--- src/logic/fts_defs.vh ---
// Register map, field positions, encodings and timing counts of the frame scheduler
`ifndef FTS_DEFS_VH
`define FTS_DEFS_VH

// ******************************************************
// Register byte offsets
// ******************************************************
`define FTS_A_CTRL     8'h00
`define FTS_A_FRAME_ID 8'h04
`define FTS_A_INTERVAL 8'h08
`define FTS_A_TX_LO    8'h0C
`define FTS_A_TX_HI    8'h10
`define FTS_A_TX_CMD   8'h14
`define FTS_A_TX_STAMP 8'h18
`define FTS_A_RX_LO    8'h1C
`define FTS_A_RX_HI    8'h20
`define FTS_A_RX_INFO  8'h24
`define FTS_A_STATUS   8'h28
`define FTS_A_NOW      8'h2C

// ******************************************************
// Field positions
// ******************************************************
`define FTS_CTRL_EN     0
`define FTS_CTRL_OUT    1
`define FTS_CTRL_STREAM 2
`define FTS_CTRL_TT_LO  3
`define FTS_CTRL_TT_HI  4
`define FTS_CTRL_ST_LO  5
`define FTS_CTRL_ST_HI  6
`define FTS_CMD_RTR     4
`define FTS_INFO_NEW    5
`define FTS_ID_LO       16
`define FTS_ID_HI       26

// ******************************************************
// Encodings
// ******************************************************
`define FTS_TT_CYC_DATA 2'h0
`define FTS_TT_EVT_DATA 2'h1
`define FTS_TT_CYC_RMT  2'h2
`define FTS_TT_EVT_RMT  2'h3
`define FTS_ST_IMM      2'h0
`define FTS_ST_RPL_EXC  2'h1
`define FTS_ST_RPL_INC  2'h2

// ******************************************************
// Reset values and timing
// ******************************************************
`define FTS_CTRL_RST     7'h00
`define FTS_INTERVAL_RST 16'h0064
`define FTS_CLK_NS       25
`define FTS_TICK_NS      1000
`define FTS_TICK_CYC     ((`FTS_TICK_NS + `FTS_CLK_NS - 1) / `FTS_CLK_NS)

`endif

--- src/logic/fts_interval_timer.v ---
// Transmit interval timer that reloads at each timed send
`timescale 1ns/10ps
module fts_interval_timer #(
  parameter IW = 16
) (
  input  wire          i_clk,
  input  wire          i_resetn,
  input  wire          i_tick,
  input  wire          i_clear,
  input  wire          i_reload,
  input  wire [IW-1:0] i_interval,
  output wire          o_expired
);

  reg [IW-1:0] count_q;

  // ******************************************************
  // Down counter, zero means expired
  // ******************************************************
  always @(posedge i_clk or negedge i_resetn) begin
    if (!i_resetn) begin
      count_q <= {IW{1'b0}};
    end else if (i_clear) begin
      count_q <= {IW{1'b0}};
    end else if (i_reload) begin
      count_q <= i_interval;
    end else if (i_tick && count_q != {IW{1'b0}}) begin
      count_q <= count_q - {{(IW-1){1'b0}}, 1'b1};
    end
  end

  assign o_expired = (count_q == {IW{1'b0}});

endmodule

--- src/logic/fts_replay_clock.v ---
// Free-running tick clock and replay due compare
`timescale 1ns/10ps
module fts_replay_clock (
  input  wire        i_clk,
  input  wire        i_resetn,
  input  wire        i_tick,
  input  wire        i_clear,
  input  wire [31:0] i_stamp,
  output wire [31:0] o_now,
  output wire        o_due
);

  reg [31:0] now_q;

  // ******************************************************
  // Session time in ticks since start
  // ******************************************************
  always @(posedge i_clk or negedge i_resetn) begin
    if (!i_resetn) begin
      now_q <= 32'h00000000;
    end else if (i_clear) begin
      now_q <= 32'h00000000;
    end else if (i_tick) begin
      now_q <= now_q + 32'h00000001;
    end
  end

  assign o_now = now_q;
  assign o_due = (now_q >= i_stamp);

endmodule

--- src/logic/fts_scheduler.v ---
// CAN frame timing scheduler with APB register access
`timescale 1ns/10ps
`include "fts_defs.vh"

module fts_scheduler #(
  parameter IW       = 16,
  parameter TICK_CYC = `FTS_TICK_CYC
) (
  input  wire        i_clk,
  input  wire        i_resetn,
  input  wire        psel,
  input  wire        penable,
  input  wire        pwrite,
  input  wire [7:0]  paddr,
  input  wire [31:0] pwdata,
  output wire [31:0] prdata,
  output wire        pready,
  output wire        pslverr,
  output wire        o_tx_req,
  output wire [10:0] o_tx_id,
  output wire        o_tx_rtr,
  output wire [3:0]  o_tx_dlc,
  output wire [63:0] o_tx_data,
  input  wire        i_tx_done,
  input  wire        i_rx_valid,
  input  wire [10:0] i_rx_id,
  input  wire        i_rx_rtr,
  input  wire [3:0]  i_rx_dlc,
  input  wire [63:0] i_rx_data
);

  // ******************************************************
  // Registers
  // ******************************************************
  reg [6:0]    ctrl_q;
  reg [10:0]   frame_id_q;
  reg [IW-1:0] interval_q;
  reg [63:0]   tx_buf_q;
  reg [3:0]    tx_dlc_q;
  reg [31:0]   stamp_q;
  reg          pend_q;
  reg          rsp_q;
  reg          slot_full_q;
  reg [10:0]   slot_id_q;
  reg          slot_rtr_q;
  reg [3:0]    slot_dlc_q;
  reg [63:0]   slot_data_q;
  reg [31:0]   slot_stamp_q;
  reg          ovf_q;
  reg [63:0]   rx_data_q;
  reg [10:0]   rx_id_q;
  reg [3:0]    rx_dlc_q;
  reg          rx_rtr_q;
  reg          rx_new_q;
  reg [7:0]    sent_cnt_q;
  reg          running_q;
  reg [5:0]    presc_q;
  reg          tick_q;
  reg          busy_q;
  reg [10:0]   tx_id_q;
  reg          tx_rtr_q;
  reg [3:0]    tx_dlc_out_q;
  reg [63:0]   tx_data_q;
  reg          pready_q;
  reg          pslverr_q;
  reg [31:0]   prdata_q;
  reg          hit_d;
  reg [31:0]   rdata_d;

  wire          en       = ctrl_q[`FTS_CTRL_EN];
  wire          out_sess = ctrl_q[`FTS_CTRL_OUT];
  wire          stream   = ctrl_q[`FTS_CTRL_STREAM];
  wire [1:0]    tt       = ctrl_q[`FTS_CTRL_TT_HI:`FTS_CTRL_TT_LO];
  wire [1:0]    st       = ctrl_q[`FTS_CTRL_ST_HI:`FTS_CTRL_ST_LO];
  wire          rmt_tt   = tt[1];
  wire          start    = en & ~running_q;
  wire          expired;
  wire          due;
  wire [31:0]   now;
  wire          wr       = psel & penable & pready_q & pwrite;
  wire          rd       = psel & penable & pready_q & ~pwrite;
  wire          wr_cmd   = wr && paddr == `FTS_A_TX_CMD;
  wire          cmd_rtr  = pwdata[`FTS_CMD_RTR];
  wire          rx_match = i_rx_valid && i_rx_id == frame_id_q;

  // ******************************************************
  // Send decision
  // ******************************************************
  reg launch;
  reg launch_slot;
  reg launch_rtr;
  reg timed;

  always @* begin
    launch      = 1'b0;
    launch_slot = 1'b0;
    launch_rtr  = 1'b0;
    timed       = 1'b0;
    if (en && !start && !busy_q) begin
      if (stream) begin
        if (out_sess && slot_full_q) begin
          if (st == `FTS_ST_IMM) begin
            launch      = 1'b1;
            launch_slot = 1'b1;
          end else if (due) begin
            launch      = 1'b1;
            launch_slot = 1'b1;
          end
        end
      end else if (out_sess) begin
        case (tt)
          `FTS_TT_CYC_DATA: begin
            launch = expired;
            timed  = 1'b1;
          end
          `FTS_TT_EVT_DATA: begin
            launch = pend_q & expired;
            timed  = 1'b1;
          end
          default: begin
            launch = rsp_q;
          end
        endcase
      end else begin
        case (tt)
          `FTS_TT_CYC_RMT: begin
            launch     = expired;
            launch_rtr = 1'b1;
            timed      = 1'b1;
          end
          `FTS_TT_EVT_RMT: begin
            launch     = pend_q;
            launch_rtr = 1'b1;
          end
          default: begin
            launch = 1'b0;
          end
        endcase
      end
    end
  end

  // ******************************************************
  // Tick prescaler and timers
  // ******************************************************
  always @(posedge i_clk or negedge i_resetn) begin
    if (!i_resetn) begin
      presc_q <= 6'h00;
      tick_q  <= 1'b0;
    end else if (presc_q == TICK_CYC[5:0] - 6'h01) begin
      presc_q <= 6'h00;
      tick_q  <= 1'b1;
    end else begin
      presc_q <= presc_q + 6'h01;
      tick_q  <= 1'b0;
    end
  end

  fts_interval_timer #(
    .IW (IW)
  ) u_timer (
    .i_clk      (i_clk),
    .i_resetn   (i_resetn),
    .i_tick     (tick_q),
    .i_clear    (start),
    .i_reload   (launch & timed),
    .i_interval (interval_q),
    .o_expired  (expired)
  );

  fts_replay_clock u_clock (
    .i_clk    (i_clk),
    .i_resetn (i_resetn),
    .i_tick   (tick_q),
    .i_clear  (start),
    .i_stamp  (slot_stamp_q),
    .o_now    (now),
    .o_due    (due)
  );

  // ******************************************************
  // Transmit request toward the controller
  // ******************************************************
  always @(posedge i_clk or negedge i_resetn) begin
    if (!i_resetn) begin
      busy_q       <= 1'b0;
      tx_id_q      <= 11'h000;
      tx_rtr_q     <= 1'b0;
      tx_dlc_out_q <= 4'h0;
      tx_data_q    <= 64'h0000000000000000;
      sent_cnt_q   <= 8'h00;
      running_q    <= 1'b0;
    end else begin
      running_q <= en;
      if (!en) begin
        busy_q <= 1'b0;
      end else if (launch) begin
        busy_q <= 1'b1;
        if (launch_slot) begin
          tx_id_q      <= slot_id_q;
          tx_rtr_q     <= slot_rtr_q;
          tx_dlc_out_q <= slot_dlc_q;
          tx_data_q    <= slot_data_q;
        end else begin
          tx_id_q      <= frame_id_q;
          tx_rtr_q     <= launch_rtr;
          tx_dlc_out_q <= tx_dlc_q;
          tx_data_q    <= tx_buf_q;
        end
      end else if (i_tx_done) begin
        busy_q     <= 1'b0;
        sent_cnt_q <= sent_cnt_q + 8'h01;
      end
    end
  end

  // ******************************************************
  // Host writes, pending events and stream slot
  // ******************************************************
  always @(posedge i_clk or negedge i_resetn) begin
    if (!i_resetn) begin
      ctrl_q       <= `FTS_CTRL_RST;
      frame_id_q   <= 11'h000;
      interval_q   <= `FTS_INTERVAL_RST;
      tx_buf_q     <= 64'h0000000000000000;
      tx_dlc_q     <= 4'h0;
      stamp_q      <= 32'h00000000;
      pend_q       <= 1'b0;
      rsp_q        <= 1'b0;
      slot_full_q  <= 1'b0;
      slot_id_q    <= 11'h000;
      slot_rtr_q   <= 1'b0;
      slot_dlc_q   <= 4'h0;
      slot_data_q  <= 64'h0000000000000000;
      slot_stamp_q <= 32'h00000000;
      ovf_q        <= 1'b0;
    end else begin
      if (wr) begin
        case (paddr)
          `FTS_A_CTRL:     ctrl_q     <= pwdata[6:0];
          `FTS_A_FRAME_ID: frame_id_q <= pwdata[10:0];
          `FTS_A_INTERVAL: interval_q <= pwdata[IW-1:0];
          `FTS_A_TX_LO:    tx_buf_q[31:0]  <= pwdata;
          `FTS_A_TX_HI:    tx_buf_q[63:32] <= pwdata;
          `FTS_A_TX_STAMP: stamp_q    <= pwdata;
          `FTS_A_STATUS:   ovf_q      <= ovf_q & ~pwdata[4];
          default: begin
          end
        endcase
      end
      // Launches consume events; a write in the same cycle wins
      if (launch && !launch_slot && !timed) begin
        rsp_q  <= 1'b0;
        pend_q <= 1'b0;
      end else if (launch && tt == `FTS_TT_EVT_DATA) begin
        pend_q <= 1'b0;
      end
      if (launch_slot) begin
        slot_full_q <= 1'b0;
      end
      if (!en) begin
        pend_q      <= 1'b0;
        rsp_q       <= 1'b0;
        slot_full_q <= 1'b0;
      end else begin
        if (!stream && out_sess && rmt_tt && rx_match && i_rx_rtr) begin
          rsp_q <= 1'b1;
        end
        if (wr_cmd) begin
          if (stream && out_sess) begin
            if (slot_full_q && !launch_slot) begin
              ovf_q <= 1'b1;
            end else begin
              slot_full_q  <= 1'b1;
              slot_id_q    <= pwdata[`FTS_ID_HI:`FTS_ID_LO];
              slot_rtr_q   <= cmd_rtr;
              slot_dlc_q   <= pwdata[3:0];
              slot_data_q  <= tx_buf_q;
              slot_stamp_q <= stamp_q;
            end
          end else if (!stream && out_sess && !rmt_tt) begin
            if (!cmd_rtr) begin
              tx_dlc_q <= pwdata[3:0];
              if (tt == `FTS_TT_EVT_DATA) begin
                pend_q <= 1'b1;
              end
            end
          end else if (!stream && out_sess) begin
            tx_dlc_q <= pwdata[3:0];
          end else if (!stream && tt == `FTS_TT_EVT_RMT) begin
            pend_q <= 1'b1;
          end
        end
      end
    end
  end

  // ******************************************************
  // Receive capture
  // ******************************************************
  wire rx_take = en && !out_sess && i_rx_valid &&
                 (stream || (rx_match && !i_rx_rtr));
  wire info_rd = rd && paddr == `FTS_A_RX_INFO;

  always @(posedge i_clk or negedge i_resetn) begin
    if (!i_resetn) begin
      rx_data_q <= 64'h0000000000000000;
      rx_id_q   <= 11'h000;
      rx_dlc_q  <= 4'h0;
      rx_rtr_q  <= 1'b0;
      rx_new_q  <= 1'b0;
    end else if (rx_take) begin
      rx_data_q <= i_rx_data;
      rx_id_q   <= i_rx_id;
      rx_dlc_q  <= i_rx_dlc;
      rx_rtr_q  <= i_rx_rtr;
      rx_new_q  <= 1'b1;
    end else if (info_rd) begin
      rx_new_q <= 1'b0;
    end
  end

  // ******************************************************
  // APB read mux and handshake
  // ******************************************************
  always @* begin
    hit_d   = 1'b1;
    rdata_d = 32'h00000000;
    case (paddr)
      `FTS_A_CTRL:     rdata_d = {25'h0000000, ctrl_q};
      `FTS_A_FRAME_ID: rdata_d = {21'h000000, frame_id_q};
      `FTS_A_INTERVAL: rdata_d = {{(32-IW){1'b0}}, interval_q};
      `FTS_A_TX_LO:    rdata_d = tx_buf_q[31:0];
      `FTS_A_TX_HI:    rdata_d = tx_buf_q[63:32];
      `FTS_A_TX_CMD:   rdata_d = {5'h00, slot_id_q, 11'h000, slot_rtr_q, tx_dlc_q};
      `FTS_A_TX_STAMP: rdata_d = stamp_q;
      `FTS_A_RX_LO:    rdata_d = rx_data_q[31:0];
      `FTS_A_RX_HI:    rdata_d = rx_data_q[63:32];
      `FTS_A_RX_INFO:  rdata_d = {5'h00, rx_id_q, 10'h000, rx_new_q, rx_rtr_q, rx_dlc_q};
      `FTS_A_STATUS:   rdata_d = {16'h0000, sent_cnt_q, 3'h0, ovf_q,
                                  slot_full_q, busy_q, pend_q | rsp_q, running_q};
      `FTS_A_NOW:      rdata_d = now;
      default:         hit_d   = 1'b0;
    endcase
  end

  always @(posedge i_clk or negedge i_resetn) begin
    if (!i_resetn) begin
      pready_q  <= 1'b0;
      pslverr_q <= 1'b0;
      prdata_q  <= 32'h00000000;
    end else begin
      pready_q  <= psel & ~penable;
      pslverr_q <= psel & ~penable & ~hit_d;
      prdata_q  <= (psel & ~penable & ~pwrite) ? rdata_d : 32'h00000000;
    end
  end

  assign prdata    = prdata_q;
  assign pready    = pready_q;
  assign pslverr   = pslverr_q;
  assign o_tx_req  = busy_q;
  assign o_tx_id   = tx_id_q;
  assign o_tx_rtr  = tx_rtr_q;
  assign o_tx_dlc  = tx_dlc_out_q;
  assign o_tx_data = tx_data_q;

endmodule

--- config.mk ---
export PLATFORM = sky130hd
export DESIGN_NAME = fts_scheduler
export DESIGN_NICKNAME = d
export VERILOG_FILES = /design/src/logic/fts_interval_timer.v /design/src/logic/fts_replay_clock.v /design/src/logic/fts_scheduler.v
export VERILOG_INCLUDE_DIRS = /design/src /design/src/logic
export SDC_FILE = /design/constraint.sdc
export NUM_CORES = 1
export LEC_CHECK = 0
export BUFFER_PORTS_ARGS = -buffer_cell sky130_fd_sc_hd__buf_2
export CAP_MARGIN = 20
export CORE_UTILIZATION = 53
export CTS_CLUSTER_DIAMETER = 80
export DETAILED_ROUTE_END_ITERATION = 8
export PLACE_DENSITY = 0.81
export RECOVER_POWER = 25
export SLEW_MARGIN = 15
export SYNTH_ARGS = -nofsm -noshare
export SYNTH_HDL_FRONTEND = slang
export SYNTH_SLANG_ARGS = --single-unit
--- constraint.sdc ---
create_clock -name i_clk -period 2.64 [get_ports i_clk]
set_input_delay 0.132 -clock i_clk [delete_from_list [all_inputs] [get_ports i_clk]]
set_output_delay 0.132 -clock i_clk [all_outputs]
set_load 0.02 [all_outputs]
# [Yosys cells after proc, flatten, opt, wreduce, memory -nomap -nowiden]
# Index checks and enable logic that the tools add are counted.
[totals] ff_bits=510 elab_cells=197
[classes] n_addsub=4 magnitude_cmp=1 n_eq_ne=19 muxes=65 bitwise_logic=20 reduce_logical=53
[ops] cell="$pmux 32 s12" count=1
[ops] cell="$mux 32" count=3
[ops] cell="$mux 64" count=1
[ops] cell="$mux 1" count=49
[ops] cell="$mux 16" count=3
[ops] cell="$add 32x1->32 const B" count=1
[ops] cell="$eq 8x5->1 const B" count=4
[ops] cell="$eq 8x6->1 const B" count=4
[ops] cell="$ge 32x32->1" count=1
[ops] cell="$logic_and 1x1->1" count=22
[ops] cell="$eq 8x4->1 const B" count=2
[ops] cell="$logic_not 16->1" count=1
[ops] cell="$mux 4" count=4
[ops] cell="$reduce_bool 16->1" count=1
[ops] cell="$sub 16x1->16 const B" count=1
[ops] cell="$reduce_and 2->1" count=7
[ops] cell="$reduce_or 12->1" count=1
[ops] cell="$and 1x1->1" count=11
[ops] cell="$eq 11x11->1" count=1
[ops] cell="$mux 11" count=1
[ops] cell="$add 8x1->8 const B" count=1
[ops] cell="$eq 8x3->1 const B" count=1
[ops] cell="$logic_not 1->1" count=8
[ops] cell="$logic_not 8->1" count=1
[ops] cell="other kinds (19)" count=32

# [Logic depth before layout (Yosys ltp)]
[depth] depth_word=16 mapped_depth=11 mapped_depth_nobuf=9

# [Hierarchy]
# Synthesis repeated with hierarchy kept, for this count alone.
[hier_totals] hier_cells=1878 area_unflattened_um2=23062.1
[by_module_without_submodules] module="fts_scheduler" instances=1 cells_each=1481 area_each_um2=19578.8 seq_area_each_um2=11564.8
[by_module_without_submodules] module="fts_replay_clock" instances=1 cells_each=273 area_each_um2=2411.1 seq_area_each_um2=800.8
[by_module_without_submodules] module="fts_interval_timer" instances=1 cells_each=124 area_each_um2=1072.3 seq_area_each_um2=400.4

# [Worst setup path after synthesis]
# Ideal clock, no wire load.
[synth_path] path_type="reg2reg" from="register u_clock.now_q[30], in the netlist u_clock.o_now[30]" to="register slot_data_q[0]" t_arrival_ns=2.524 required_ns=2.515 slack_ns=-0.009 stages_incl_launch_ff=11 n_path_buf=2 synth_period_minus_slack_ns=2.649 cell_sequence="dfrtp_1 > ha_1 > a21oi_1 > nand2_1 > a221o_1 > o31a_1 > or2_4 > o21bai_4 > buf_12 > buf_12 > mux2_4"
[synth_between] elab_chain_cells=10
[synth_lines] item="from (decl)" line_no="fts_replay_clock.v:13" rtl="reg [31:0] now_q;"
[synth_lines] item="from (signal assigned)" line_no="fts_replay_clock.v:24" rtl="now_q <= now_q + 32'h00000001;"
[synth_lines] item="$ge 32x32->1" line_no="fts_replay_clock.v:29" rtl="assign o_due = (now_q >= i_stamp);"
[synth_lines] item="$mux 1" line_no="fts_scheduler.v:105" rtl="end else if (due) begin"
[synth_lines] item="$mux 1" line_no="fts_scheduler.v:102" rtl="if (st == `FTS_ST_IMM) begin"
[synth_lines] item="$mux 1" line_no="fts_scheduler.v:101" rtl="if (out_sess && slot_full_q) begin"
[synth_lines] item="$mux 1" line_no="fts_scheduler.v:100" rtl="if (stream) begin"
[synth_lines] item="$mux 1" line_no="fts_scheduler.v:99" rtl="if (en && !start && !busy_q) begin"
[synth_lines] item="$logic_not 1->1" line_no="fts_scheduler.v:271" rtl="if (slot_full_q && !launch_slot) begin"
[synth_lines] item="$logic_and 1x1->1" line_no="fts_scheduler.v:271"
[synth_lines] item="$not 1->1 (no line)"
[synth_lines] item="$reduce_and 4->1 (no line)"
[synth_lines] item="to (signal assigned)" line_no="fts_scheduler.v:278" rtl="slot_data_q <= tx_buf_q;"
[synth_lines] item="to (decl)" line_no="fts_scheduler.v:47" rtl="reg [63:0] slot_data_q;"
# No other way between the ends.
# A chain may end at the register's enable or synchronous reset.

# [Worst setup path in the final report]
[layout_path] from="register slot_stamp_q[23]" to="register slot_data_q[1]"
[layout_between] elab_chain_cells=10
[layout_lines] item="from (decl)" line_no="fts_scheduler.v:48" rtl="reg [31:0] slot_stamp_q;"
[layout_lines] item="from (signal assigned)" line_no="fts_scheduler.v:279" rtl="slot_stamp_q <= stamp_q;"
[layout_lines] item="$ge 32x32->1" line_no="fts_replay_clock.v:29"
[layout_lines] item="$mux 1" line_no="fts_scheduler.v:105"
[layout_lines] item="$mux 1" line_no="fts_scheduler.v:102"
[layout_lines] item="$mux 1" line_no="fts_scheduler.v:101"
[layout_lines] item="$mux 1" line_no="fts_scheduler.v:100"
[layout_lines] item="$mux 1" line_no="fts_scheduler.v:99"
[layout_lines] item="$logic_not 1->1" line_no="fts_scheduler.v:271"
[layout_lines] item="$logic_and 1x1->1" line_no="fts_scheduler.v:271"
[layout_lines] item="$not 1->1 (no line)"
[layout_lines] item="$reduce_and 4->1 (no line)"
# No other way between the ends.

==> results.json <==
{
  "die_y_um": 210,
  "worstHoldStart": "i_rx_valid",
  "syn-num-nets": 1994,
  "r2r-start": "slot_stamp_q[23]$_DFFE_PN0P_",
  "routabilityCongestion": 1.01,
  "area_delta_synth_final_pct": 29.6,
  "status": "finished with violations",
  "grt_pass1_wl_um": 118000,
  "placed_cell_area_sq_um": 25700,
  "hold_depth": 6,
  "cts_buffers": 52,
  "min_to": "rsp_q$_DFFE_PN0P_",
  "synth-seq-cells": 510,
  "drc": 0,
  "rsz0062_at_grt": "true",
  "drtAntennaViolNets": 0,
  "stdcell_count": 2918,
  "cts-htree-levels": 2,
  "min_period_ns": 2.90,
  "setup_ws_ns": -0.260,
  "ys_async_sr_fraction_pct": 100,
  "dp.cells": 2659,
  "grt_max_degree": 85,
  "nets": 2494,
  "clk-insertion-delay-late_ns": 0.61,
  "wirelength_um": 81800,
  "worstPathMaxFanout": 7,
  "io_buffers": 241,
  "first_global_vias": 19200,
  "vdd_drop_max_mv": 0.479,
  "clock-sinks": 510,
  "worstPathArrival_ns": 3.37,
  "ff2ff_setup_slack_ns": -0.26,
  "hold_slack_ns": 0.152,
  "stdcell_area_sq_um": 29700,
  "top_level_ports": 242,
  "syn_avg_cell_area_sq_um": 12.5,
  "num_rows": 75,
  "tightest_slew_ns": 2.60,
  "finalHoldViolCount": 0,
  "start_util_pct": 54.2,
  "fin_util_pct": 70.2,
  "first_iter_violations": 2348,
  "p_leak_nw": 14.9,
  "die_w_um": 210,
  "crit_type": "reg2reg",
  "power_density_nw_per_um2": 552,
  "required_ns": 3.11,
  "routedWlPerCell_um": 28.0,
  "synthCells": 1830,
  "mostFrequentLayoutCell": "dfrtp_1",
  "synth_edf_count": 0,
  "crit_path_end_kind": "flop",
  "num_vias": 19000,
  "hp-class": "in2reg",
  "max_freq_mhz": 345,
  "clockBufferDepth": 3,
  "clock-skew-final_ns": 0.0329,
  "synth_cell_types": 67,
  "fin_crit_sh_pct": 110,
  "synth-seq-area-share_pct": 55.8,
  "cts_tree": "done",
  "r2r-end": "slot_data_q[1]$_DFFE_PN0P_",
  "grtUsageTotal_pct": 35.9,
  "pre_cts_ws_ns": -0.241,
  "relSlewSlack_pct": -73.1,
  "final_cell_mix": "dfrtp_1, buf_2, mux2_2",
  "crit_path_start_kind": "flop",
  "drv_slew": 80,
  "synth_area_sq_um": 22900,
  "antenna_found_initial": 5,
  "dieArea_sq_um": 44000,
  "coreArea_sq_um": 42200,
  "synthFlopType": "dfrtp_1",
  "violations": "capacitance limit, slew limit, setup timing",
  "dr.pass1.iters": 9,
  "via_per_inst": 6.52,
  "grt-ovfl-total": 0,
  "ys_warn_count": 0,
  "worst-r2r-cell-count": 12,
  "maxCapViolCount": 1,
  "clk_pin_slew_ns": 0.07,
  "hpwlAfterDp_um": 50900,
  "drive_above_1_share_pct": 39.3,
  "finalSetupViolations": 200,
  "cts-root-buf": "clkbuf_16"
}
[metal layers]
| layer | GRT usage (%) | part of all wire (%) | routed length [um] |
|---|---|---|---|
| met5 | 0 | 0 | 0 |
| met4 | 20.5 | 6.5 | 5280 |
| met3 | 8.68 | 11 | 9220 |
| met2 | 54.0 | 45 | 36900 |
| met1 | 47.9 | 37 | 30400 |
[sequential cells by signal, indices dropped and copies added, names as in the netlist, 6 cells and up]
register / count
ctrl_q: 7
tx_buf_q: 64
slot_data_q: 64
u_timer.count_q: 16
stamp_q: 32
o_tx_id: 11
o_tx_data: 64
prdata: 32
rx_id_q: 11
presc_q: 6
frame_id_q: 11
slot_stamp_q: 32
slot_id_q: 11
rx_data_q: 64
sent_cnt_q: 8
u_clock.o_now: 32
interval_q: 16
[layout make-up]
| class | instances | area (sq um) |
|---|---|---|
| Sequential cell | 510 | 12800 |
| Fill cell | 2644 | 12600 |
| Multi-Input combinational cell | 1182 | 9880 |
| Timing Repair Buffer | 544 | 4350 |
| Clock buffer | 79 | 1560 |
| Tap cell | 539 | 674 |
| Clock inverter | 17 | 255 |
| Inverter | 40 | 150 |
| Antenna cell | 7 | 17.5 |
[Yosys cell counts, drive strengths merged, types with 4 or more instances]
| cell | instances | area, sq um |
|---|---|---|
| and3 | 11 | 68.8 |
| inv | 40 | 150 |
| mux2 | 330 | 4020 |
| ha | 37 | 463 |
| buf | 47 | 375 |
| nor2 | 69 | 274 |
| mux2i | 9 | 90.1 |
| o22ai | 17 | 106 |
| clkbuf | 51 | 191 |
| xnor2 | 34 | 298 |
| or3 | 11 | 68.8 |
| and4 | 5 | 43.8 |
| nand3 | 30 | 150 |
| a41oi | 5 | 43.8 |
| a31oi | 23 | 150 |
| a221oi | 7 | 61.3 |
| nor4 | 10 | 62.6 |
| a222oi | 36 | 360 |
| nor3 | 18 | 116 |
| a221o | 4 | 40.0 |
| a22o | 9 | 78.8 |
| a22oi | 123 | 923 |
| a21oi | 40 | 200 |
| nor2b | 8 | 50.1 |
| nand2 | 226 | 851 |
| o21ai | 23 | 119 |
| dfrtp | 507 | 12700 |
| and2 | 8 | 50.1 |
| nand4 | 18 | 113 |
| xor2 | 30 | 263 |
| nand2b | 8 | 50.1 |
[stage by stage]
stage	TNS, ns	power, W
floorplan	0	0.00805
global placement	-20.34	0.00844
detailed placement	-33.70	0.00845
CTS	-21.33	0.0163
global route	-63.95	0.0167
finish	-38.33	0.0164
[worst max-delay path: stages, from the launching register on]
cell	delay [ns]
dfrtp_1	0.37
inv_1	0.06
ha_1	0.34
nand4_1	0.15
nor3_2	0.07
a221o_1	0.32
o31a_1	0.30
or2_4	0.26
o21bai_4	0.14
buf_12	0.14
buf_12	0.15
buf_8	0.14
mux2_4	0.31
[kinds of logic (layout without fill, tap and decap cells)]
| logic type | Yosys count | in the layout | share of synthesized area [%] |
|---|---|---|---|
| muxes | 339 | 339 | 17.9 |
| other | 0 | 7 | 0 |
| xor gates and xnor gates | 64 | 64 | 2.45 |
| AOI/OAI and AO/OA | 304 | 304 | 9.77 |
| buffers and inverters | 138 | 680 | 3.13 |
| adders and majority gates | 37 | 37 | 2.02 |
| and+or+nand+nor | 438 | 438 | 8.92 |
| DFF | 510 | 510 | 55.8 |
[how the worst max path moves through the flow]
stage / startpoint / to / slack, ns
2_1_floorplan: u_clock.o_now[17]$_DFFE_PN0P_ / slot_data_q[0]$_DFFE_PN0P_ / 0.01
3_3_place_gp: slot_stamp_q[31]$_DFFE_PN0P_ / slot_data_q[15]$_DFFE_PN0P_ / -0.14
3_5_place_dp: slot_stamp_q[27]$_DFFE_PN0P_ / o_tx_data[24]$_DFFE_PN0P_ / -0.24
4_1_cts: slot_stamp_q[29]$_DFFE_PN0P_ / slot_data_q[43]$_DFFE_PN0P_ / -0.22
5_1_grt: slot_stamp_q[23]$_DFFE_PN0P_ / slot_stamp_q[21]$_DFFE_PN0P_ / -0.31
6_report: slot_stamp_q[23]$_DFFE_PN0P_ / slot_data_q[1]$_DFFE_PN0P_ / -0.26
[timing repair]
action | 4_1_cts | 5_1_grt
gates resized for setup | 46 | 79
setup endpoints to repair | 202 | 217
endpoints found under the hold margin | 298 | 0
cloned | 3 | 8
hold buffers | 118 | 0
pin swaps | 5 | 30
setup buffers | 9 | 20
[report_power, final]
| part | total (W) | switching [W] | internal (W) |
|---|---|---|---|
| Clock | 0.00791 | 0.00324 | 0.00467 |
| Sequential | 0.00784 | 0.0000171 | 0.00783 |
| Combinational | 0.000618 | 0.000369 | 0.000249 |
| Total | 0.0164 | 0.00362 | 0.0128 |
Power figures use the tool's default switching activity.
